## src/bax_pkg.sv

```systemverilog
// Package for the byte ALU and branch execution block.
// Assumes a single instruction clock and an external decoder that issues operations.
package bax_pkg;

    // ------------------------------------------------------------------
    // Operation codes
    // ------------------------------------------------------------------
    typedef enum logic [2:0]
    {
        BAX_OP_NONE  = 3'h0,
        BAX_OP_ADD   = 3'h1,
        BAX_OP_ADDC  = 3'h2,
        BAX_OP_ASR   = 3'h3,
        BAX_OP_BCLR  = 3'h4,
        BAX_OP_BTSZ  = 3'h5,
        BAX_OP_JREL  = 3'h6
    } bax_op_t;

    // ------------------------------------------------------------------
    // Widths, field positions and reset values
    // ------------------------------------------------------------------
    localparam int          BAX_DATA_W     = 8;
    localparam int          BAX_ADDR_W     = 7;
    localparam int          BAX_PC_W       = 15;
    localparam int          BAX_OFS_W      = 9;
    localparam int          BAX_NIB_BIT    = 4;
    localparam int          BAX_MSB        = 7;
    localparam logic [14:0] BAX_PC_RST     = 15'h0000;
    localparam logic [7:0]  BAX_ACC_RST    = 8'h00;
    localparam logic        BAX_DEST_MEM   = 1'b1;
    localparam int          BAX_TWO_CYCLES = 2;

endpackage

```

## src/bax_core.sv

```systemverilog
// Execution core for six byte and flow instructions.
// Assumes the decoder holds op inputs for one cycle and memory reads are combinational.
`timescale 1ns/1ps

// Contract
// - Add accumulator and memory operand, update flags
// - Destination bit chooses accumulator or memory
// - Arithmetic shift keeps bit 7, bit0 to carry
// - Add with carry sums three inputs
// - Bit clear zeroes chosen bit, flags untouched
// - Test bit one: next instruction runs normally
// - Test bit zero: next becomes nop, two cycles
// - Branch adds sign-extended nine-bit offset, flags kept
// - Branch target is pc plus one plus offset
// - Branch reach limited to -256 to 255
module bax_core
    import bax_pkg::*;
(
    // Clock and reset.
    input  wire logic                  mclk_i,
    input  wire logic                  sys_rst_i,
    // Decoded instruction.
    input  wire logic                  op_valid_i,
    input  wire bax_pkg::bax_op_t      op_i,
    input  wire logic [6:0]            mem_addr_i,
    input  wire logic                  dest_sel_i,
    input  wire logic [2:0]            bit_sel_i,
    input  wire logic [8:0]            jump_ofs_i,
    // Memory operand and current counter (already incremented).
    input  wire logic [7:0]            mem_rdata_i,
    input  wire logic [14:0]           pc_next_i,
    // Results.
    output logic      [7:0]            accum_o,
    output logic                       mem_we_o,
    output logic      [6:0]            mem_waddr_o,
    output logic      [7:0]            mem_wdata_o,
    output logic                       carry_flag_o,
    output logic                       nibble_carry_flag_o,
    output logic                       zero_flag_o,
    output logic                       pc_load_o,
    output logic      [14:0]           pc_target_o,
    output logic                       flush_next_o,
    output logic                       busy_o
);

    // ------------------------------------------------------------------
    // State machine
    // ------------------------------------------------------------------
    typedef enum logic [1:0]
    {
        BAX_ST_RUN  = 2'b01,
        BAX_ST_NOP  = 2'b10
    } bax_state_t;

    bax_state_t state;
    bax_state_t next_state;

    // ------------------------------------------------------------------
    // Decode
    // ------------------------------------------------------------------
    wire logic       run_ok;
    wire logic       is_add;
    wire logic       is_addc;
    wire logic       is_asr;
    wire logic       is_bclr;
    wire logic       is_btsz;
    wire logic       is_jrel;
    wire logic       is_arith;
    wire logic       test_bit;
    wire logic       skip_hit;

    // An operation issued during the inserted nop cycle is ignored.
    assign run_ok   = op_valid_i && (state == BAX_ST_RUN);
    assign is_add   = run_ok && (op_i == BAX_OP_ADD);
    assign is_addc  = run_ok && (op_i == BAX_OP_ADDC);
    assign is_asr   = run_ok && (op_i == BAX_OP_ASR);
    assign is_bclr  = run_ok && (op_i == BAX_OP_BCLR);
    assign is_btsz  = run_ok && (op_i == BAX_OP_BTSZ);
    assign is_jrel  = run_ok && (op_i == BAX_OP_JREL);
    assign is_arith = is_add || is_addc || is_asr;
    assign test_bit = mem_rdata_i[bit_sel_i];
    assign skip_hit = is_btsz && !test_bit;

    // ------------------------------------------------------------------
    // Datapath
    // ------------------------------------------------------------------
    wire logic [7:0]  add_sum;
    wire logic        add_nib;
    wire logic        add_cy;
    wire logic        add_cin;
    wire logic [7:0]  asr_res;
    wire logic [7:0]  arith_res;
    wire logic [7:0]  clr_mask;
    wire logic [14:0] ofs_ext;
    wire logic [14:0] jump_dst;

    // Carry only enters for the three-input add.
    assign add_cin = is_addc ? carry_flag_o : 1'b0;

    bax_adder u_adder
    (
        .a_i         (accum_o),
        .b_i         (mem_rdata_i),
        .cin_i       (add_cin),
        .sum_o       (add_sum),
        .nib_carry_o (add_nib),
        .carry_o     (add_cy)
    );

    // Shift right with the sign bit held.
    assign asr_res   = {mem_rdata_i[BAX_MSB], mem_rdata_i[7:1]};
    assign arith_res = is_asr ? asr_res : add_sum;
    assign clr_mask  = ~(8'h01 << bit_sel_i);

    // Nine-bit signed offset reaches -256..255 from the advanced counter.
    assign ofs_ext  = {{(BAX_PC_W - BAX_OFS_W){jump_ofs_i[8]}}, jump_ofs_i};
    assign jump_dst = pc_next_i + ofs_ext;

    // ------------------------------------------------------------------
    // Next values
    // ------------------------------------------------------------------
    logic [7:0]  next_accum;
    logic        next_we;
    logic [7:0]  next_wdata;
    logic        next_carry;
    logic        next_nib;
    logic        next_zero;

    // Route arithmetic results and pick flag updates.
    always_comb
    begin
        next_accum = accum_o;
        next_we    = 1'b0;
        next_wdata = 8'h00;
        next_carry = carry_flag_o;
        next_nib   = nibble_carry_flag_o;
        next_zero  = zero_flag_o;
        if (is_arith)
        begin
            if (dest_sel_i == BAX_DEST_MEM)
            begin
                next_we    = 1'b1;
                next_wdata = arith_res;
            end
            else
            begin
                next_accum = arith_res;
            end
            next_zero = (arith_res == 8'h00);
            if (is_asr)
            begin
                next_carry = mem_rdata_i[0];
            end
            else
            begin
                next_carry = add_cy;
                next_nib   = add_nib;
            end
        end
        else if (is_bclr)
        begin
            next_we    = 1'b1;
            next_wdata = mem_rdata_i & clr_mask;
        end
    end

    // Insert one nop cycle after a skip or a taken branch.
    always_comb
    begin
        next_state = state;
        unique case (state)
            BAX_ST_RUN:
            begin
                if (skip_hit || is_jrel)
                begin
                    next_state = BAX_ST_NOP;
                end
            end
            BAX_ST_NOP:
            begin
                next_state = BAX_ST_RUN;
            end
            default:
            begin
                next_state = BAX_ST_RUN;
            end
        endcase
    end

    // ------------------------------------------------------------------
    // Registers
    // ------------------------------------------------------------------
    // Architectural state and flags.
    always_ff @(posedge mclk_i)
    begin
        if (sys_rst_i)
        begin
            state               <= BAX_ST_RUN;
            accum_o             <= BAX_ACC_RST;
            carry_flag_o        <= 1'b0;
            nibble_carry_flag_o <= 1'b0;
            zero_flag_o         <= 1'b0;
        end
        else
        begin
            state               <= next_state;
            accum_o             <= next_accum;
            carry_flag_o        <= next_carry;
            nibble_carry_flag_o <= next_nib;
            zero_flag_o         <= next_zero;
        end
    end

    // Registered memory write and flow outputs.
    always_ff @(posedge mclk_i)
    begin
        if (sys_rst_i)
        begin
            mem_we_o     <= 1'b0;
            mem_waddr_o  <= 7'h00;
            mem_wdata_o  <= 8'h00;
            pc_load_o    <= 1'b0;
            pc_target_o  <= BAX_PC_RST;
            flush_next_o <= 1'b0;
            busy_o       <= 1'b0;
        end
        else
        begin
            mem_we_o     <= next_we;
            mem_waddr_o  <= mem_addr_i;
            mem_wdata_o  <= next_wdata;
            pc_load_o    <= is_jrel;
            pc_target_o  <= is_jrel ? jump_dst : pc_target_o;
            flush_next_o <= skip_hit || is_jrel;
            busy_o       <= (next_state == BAX_ST_NOP);
        end
    end
endmodule

```

## src/bax_adder.sv

```systemverilog
// Eight-bit adder with carry in, carry out of bit 3 and of bit 7.
// Assumes purely combinational use by the execution core.
`timescale 1ns/1ps

module bax_adder
    import bax_pkg::*;
(
    // Operands.
    input  wire logic [7:0] a_i,
    input  wire logic [7:0] b_i,
    input  wire logic       cin_i,
    // Results.
    output logic      [7:0] sum_o,
    output logic            nib_carry_o,
    output logic            carry_o
);

    // ------------------------------------------------------------------
    // Split add
    // ------------------------------------------------------------------
    wire logic [4:0] low_sum;
    wire logic [4:0] high_sum;

    // Low nibble first so its carry is visible as the nibble carry.
    assign low_sum     = {1'b0, a_i[3:0]} + {1'b0, b_i[3:0]} + {4'h0, cin_i};
    assign high_sum    = {1'b0, a_i[7:4]} + {1'b0, b_i[7:4]} + {4'h0, low_sum[BAX_NIB_BIT]};
    assign sum_o       = {high_sum[3:0], low_sum[3:0]};
    assign nib_carry_o = low_sum[BAX_NIB_BIT];
    assign carry_o     = high_sum[BAX_NIB_BIT];

endmodule

```

## config.mk

```make
export PLATFORM = sky130hd
export DESIGN_NAME = bax_core
export DESIGN_NICKNAME = d
export VERILOG_FILES = /design/src/bax_pkg.sv /design/src/bax_core.sv /design/src/bax_adder.sv
export SDC_FILE = /design/constraint.sdc
export NUM_CORES = 1
export LEC_CHECK = 0
export ABC_AREA = 1
export ABC_CLOCK_PERIOD_IN_PS = 3500
export BUFFER_PORTS_ARGS = -buffer_cell sky130_fd_sc_hd__buf_4
export CAP_MARGIN = 25
export CORE_MARGIN = 3
export CORE_UTILIZATION = 45
export DETAILED_ROUTE_END_ITERATION = 8
export PLACE_DENSITY = 0.71
export SETUP_SLACK_MARGIN = 0.15
export SKIP_CTS_REPAIR_TIMING = 1
export SYNTH_ARGS = -nofsm -noshare
export SYNTH_HDL_FRONTEND = slang
export SYNTH_HIERARCHICAL = 1
export SYNTH_SLANG_ARGS = --single-unit
```

## constraint.sdc

```tcl
create_clock -name mclk_i -period 3.5 [get_ports mclk_i]
set_input_delay 0.175 -clock mclk_i [delete_from_list [all_inputs] [get_ports mclk_i]]
set_output_delay 0.175 -clock mclk_i [all_outputs]
set_load 0.01 [all_outputs]
```

==> results.md <==
* Cell area after synthesis at 3094 sq um
* Max Buffers Root-to-Sink at 2
* Worst Setup Start Kind: register
* Cell taking the most area after synthesis: dfxtp_1
* Worst flop-to-flop path startpoint: state[1]
* Global-route wire length before repair at 13130 um
* WL final at 8157 um
* Iter 0 DRT Violations at 103
* Design Area, Final at 3954 sq um
* Critical path data required time at 3.73 ns
* Initial Util at 47.64%
* FF+latch count, synth at 47
* Syn. warnings at 6
* Minimum clock period at 3.010 ns
* Ant diodes at 0
* CTS Buf Count at 5
* Clk_skew at 0.005869 ns
* Finish-stage setup viols at 0
* Worst Hold Class: input port to register
* Proportion of layout cells with a drive suffix above 1 at 20.35%
* Post-synth EDFFs at 0
* Critical-path cell list: inv_2, nand2_2, nor2_4, nand2_1, nor2_1, inv_1, fa_1, inv_1, fa_1, a21oi_1, o21bai_1, fa_1, inv_1, fa_1, xnor2_1, nand2_1, nand3_1, nor2_1, nand2_1, a21oi_1
* Setup Crit Path Kind: register to register
* Synth Net Count at 544
* Post-DR vias/cell at 4.936
* Crit path capture type: register
* Footprint of the multi-input gates at 1804 sq um
* Worst hold start: mem_addr_i[6]
* Worst stage delay on the critical path at 0.40 ns
* Post-synth top area share at 30.41%
* GP Congestion at 0.9212
* Core Util, Final at 60.87%
* Max cap viols at 0
* Worst rel slew slack at 56.91%
* Vias in the first global route at 2936
* Register area share after synthesis at 30.41%
* Most frequent cell after synthesis: nand2_1
* DP Cell Count at 634
* Crit-path slowest cell: fa_1
* Fin. max-slew vios at 0
* Top_reg_cell synth: dfxtp_1
* Largest net degree at the start of global routing at 25
* DRT Pass-1 Iters at 4
* Final Hold Viols at 0
* FF+latch area at 940.9 sq um
* CTS tree: built
* Worst Path Max Fanout at 3
* Leakage power total at 0.002206 uW
* # rows at 29
* CP startpoint: state[1]
* CP delay by family, top: adder cells
* Detailed placement HPWL at 6654 um
* Die width at 88.92 um
* Asr flop ratio synth at 0%
* RSZ-0062 raised after global routing: no
* WP data arrival at 3.24 ns
* Reg clk slew, reported paths at 0.09 ns
* CORE AREA at 6495 sq um
* Outcome: complete, no violations
* Fillers at 627
* Post-Syn Area per Cell at 6.583 sq um
* Port bufs at 93
* Htree depth at 2
* Initial antenna violation count at 0
* Gate count after technology mapping at 470
* Post-route clock period utilization at 86.00%
* Die Height at 88.92 um
* Cell mode on critical path: fa_1
* Worst-Margin Slew at 0.6456 ns
* Synth unique cells at 33
* # DRC at 0
* Clock insertion delay at the later pin of the skew report at 0.30 ns
* Area Overhead vs Synth at 27.78%
* Final setup TNS at 0 ns
* Die area at 7907 sq um
* Top post-synthesis cells by area: dfxtp_1 (30%), nand2_1 (16%), inv_1 (9.6%)
* Total clock sinks at 47
* Post-layout nets at 638
* Gr ovfl total at 0
* GRT Overall Usage at 21.10%
* List of most frequent post-synthesis cells: nand2_1 (132), inv_1 (79), dfxtp_1 (47)
* Vias at 3169
* Antenna-violating nets left at 0
* WL/cell at 12.71 um
* Clock root buffer: clkbuf_8
* Buffers & Inverters on Critical Path at 4
* Area post-placement at 3859 sq um
* VDD IR max at 0.1338 mV
* Top Ports at 94
* Max Fclk at 332.2 MHz
* PwrDens at 321.3 nW/um^2
* Layout Cells excl Fill at 642
[cell families after synthesis]
family / after synthesis / synth area share [%]
AO/OA/AOI/OAI: 62 / 10.80
XOR/XNOR: 10 / 2.831
adder cells (fa/ha/maj): 25 / 11.32
buffers and inverters: 90 / 11.28
flip-flops: 47 / 30.41
AND/OR/NAND/NOR: 236 / 33.36
[power by group]
group | internal [uW] | switching (uW)
Sequential | 555 | 12.3
Combinational | 152 | 204
Clock | 162 | 184
Total | 869 | 401
[final timing paths]
path | to | slack (ns) | cells after the start
worst max-delay path | zero_flag_o | 0.49 | 20
worst min-delay path | mem_waddr_o[6] | 0.07 | 3
worst max register to register | zero_flag_o | 0.49 | 20
worst min register to register | pc_target_o[1] | 0.50 | 2
[cells in the final DEF, fill, tap and decap left out, types with 2 or more instances in the layout]
cell / count
nor2_2: 2
inv_1: 79
fa_1: 5
xnor2_1: 3
ha_1: 20
xor2_1: 7
clkbuf_8: 6
nor3_1: 2
o21ai_0: 20
nand4_1: 4
nor2_1: 44
inv_2: 4
nand3_2: 2
a21oi_1: 31
nor2_4: 2
nand3_1: 37
o211ai_1: 2
buf_4: 94
a31oi_1: 3
nand3b_1: 6
dfxtp_1: 47
nand2_1: 132
[state kept, by name (all words and copies together), names as in the netlist]
name,cells
busy_o,1
mem_we_o,1
pc_load_o,1
accum_o,8
carry_flag_o,1
nibble_carry_flag_o,1
pc_target_o,15
state,2
flush_next_o,1
mem_waddr_o,7
mem_wdata_o,8
zero_flag_o,1
[worst min-delay path: cells and delay by family]
kind | cells | cell delay [ns]
buf+inv | 2 | 0.10
simple gates | 1 | 0.06
[per-stage QoR]
stage / hold WS [ns] / power, uW / worst slack, ns
CTS: 0.06461 / 1282 / 0.5212
detailed placement: 0.3817 / 935.7 / 0.4290
global placement: 0.3741 / 930.1 / 0.4951
floorplan: 0.2589 / 799.5 / 0.4943
finish: 0.07141 / 1270 / 0.4900
global route: 0.07619 / 1349 / 0.2131
[cell type report]
| type | count | area share [%] |
|---|---|---|
| Tap cell | 77 | 2.437 |
| Timing Repair Buffer | 94 | 17.85 |
| Sequential cell | 47 | 23.80 |
| Multi-Input combinational cell | 333 | 45.63 |
| Inverter | 83 | 7.880 |
| Clock inverter | 1 | 0.2215 |
| Clock buffer | 7 | 2.184 |
[per-layer routing]
metal | part of all wire (%) | vias to the layer above | wire (um) | track usage [%]
met1 | 43 | 1387 | 3499 | 25.38
met3 | 5.3 | 13 | 430 | 2.396
met5 | 0 | - | 0 | 0
met4 | 2.1 | 0 | 172 | 7.967
li1 | - | 1667 | - | -
met2 | 50 | 102 | 4054 | 38.33
No activity file was read; power rests on OpenSTA's default activity.
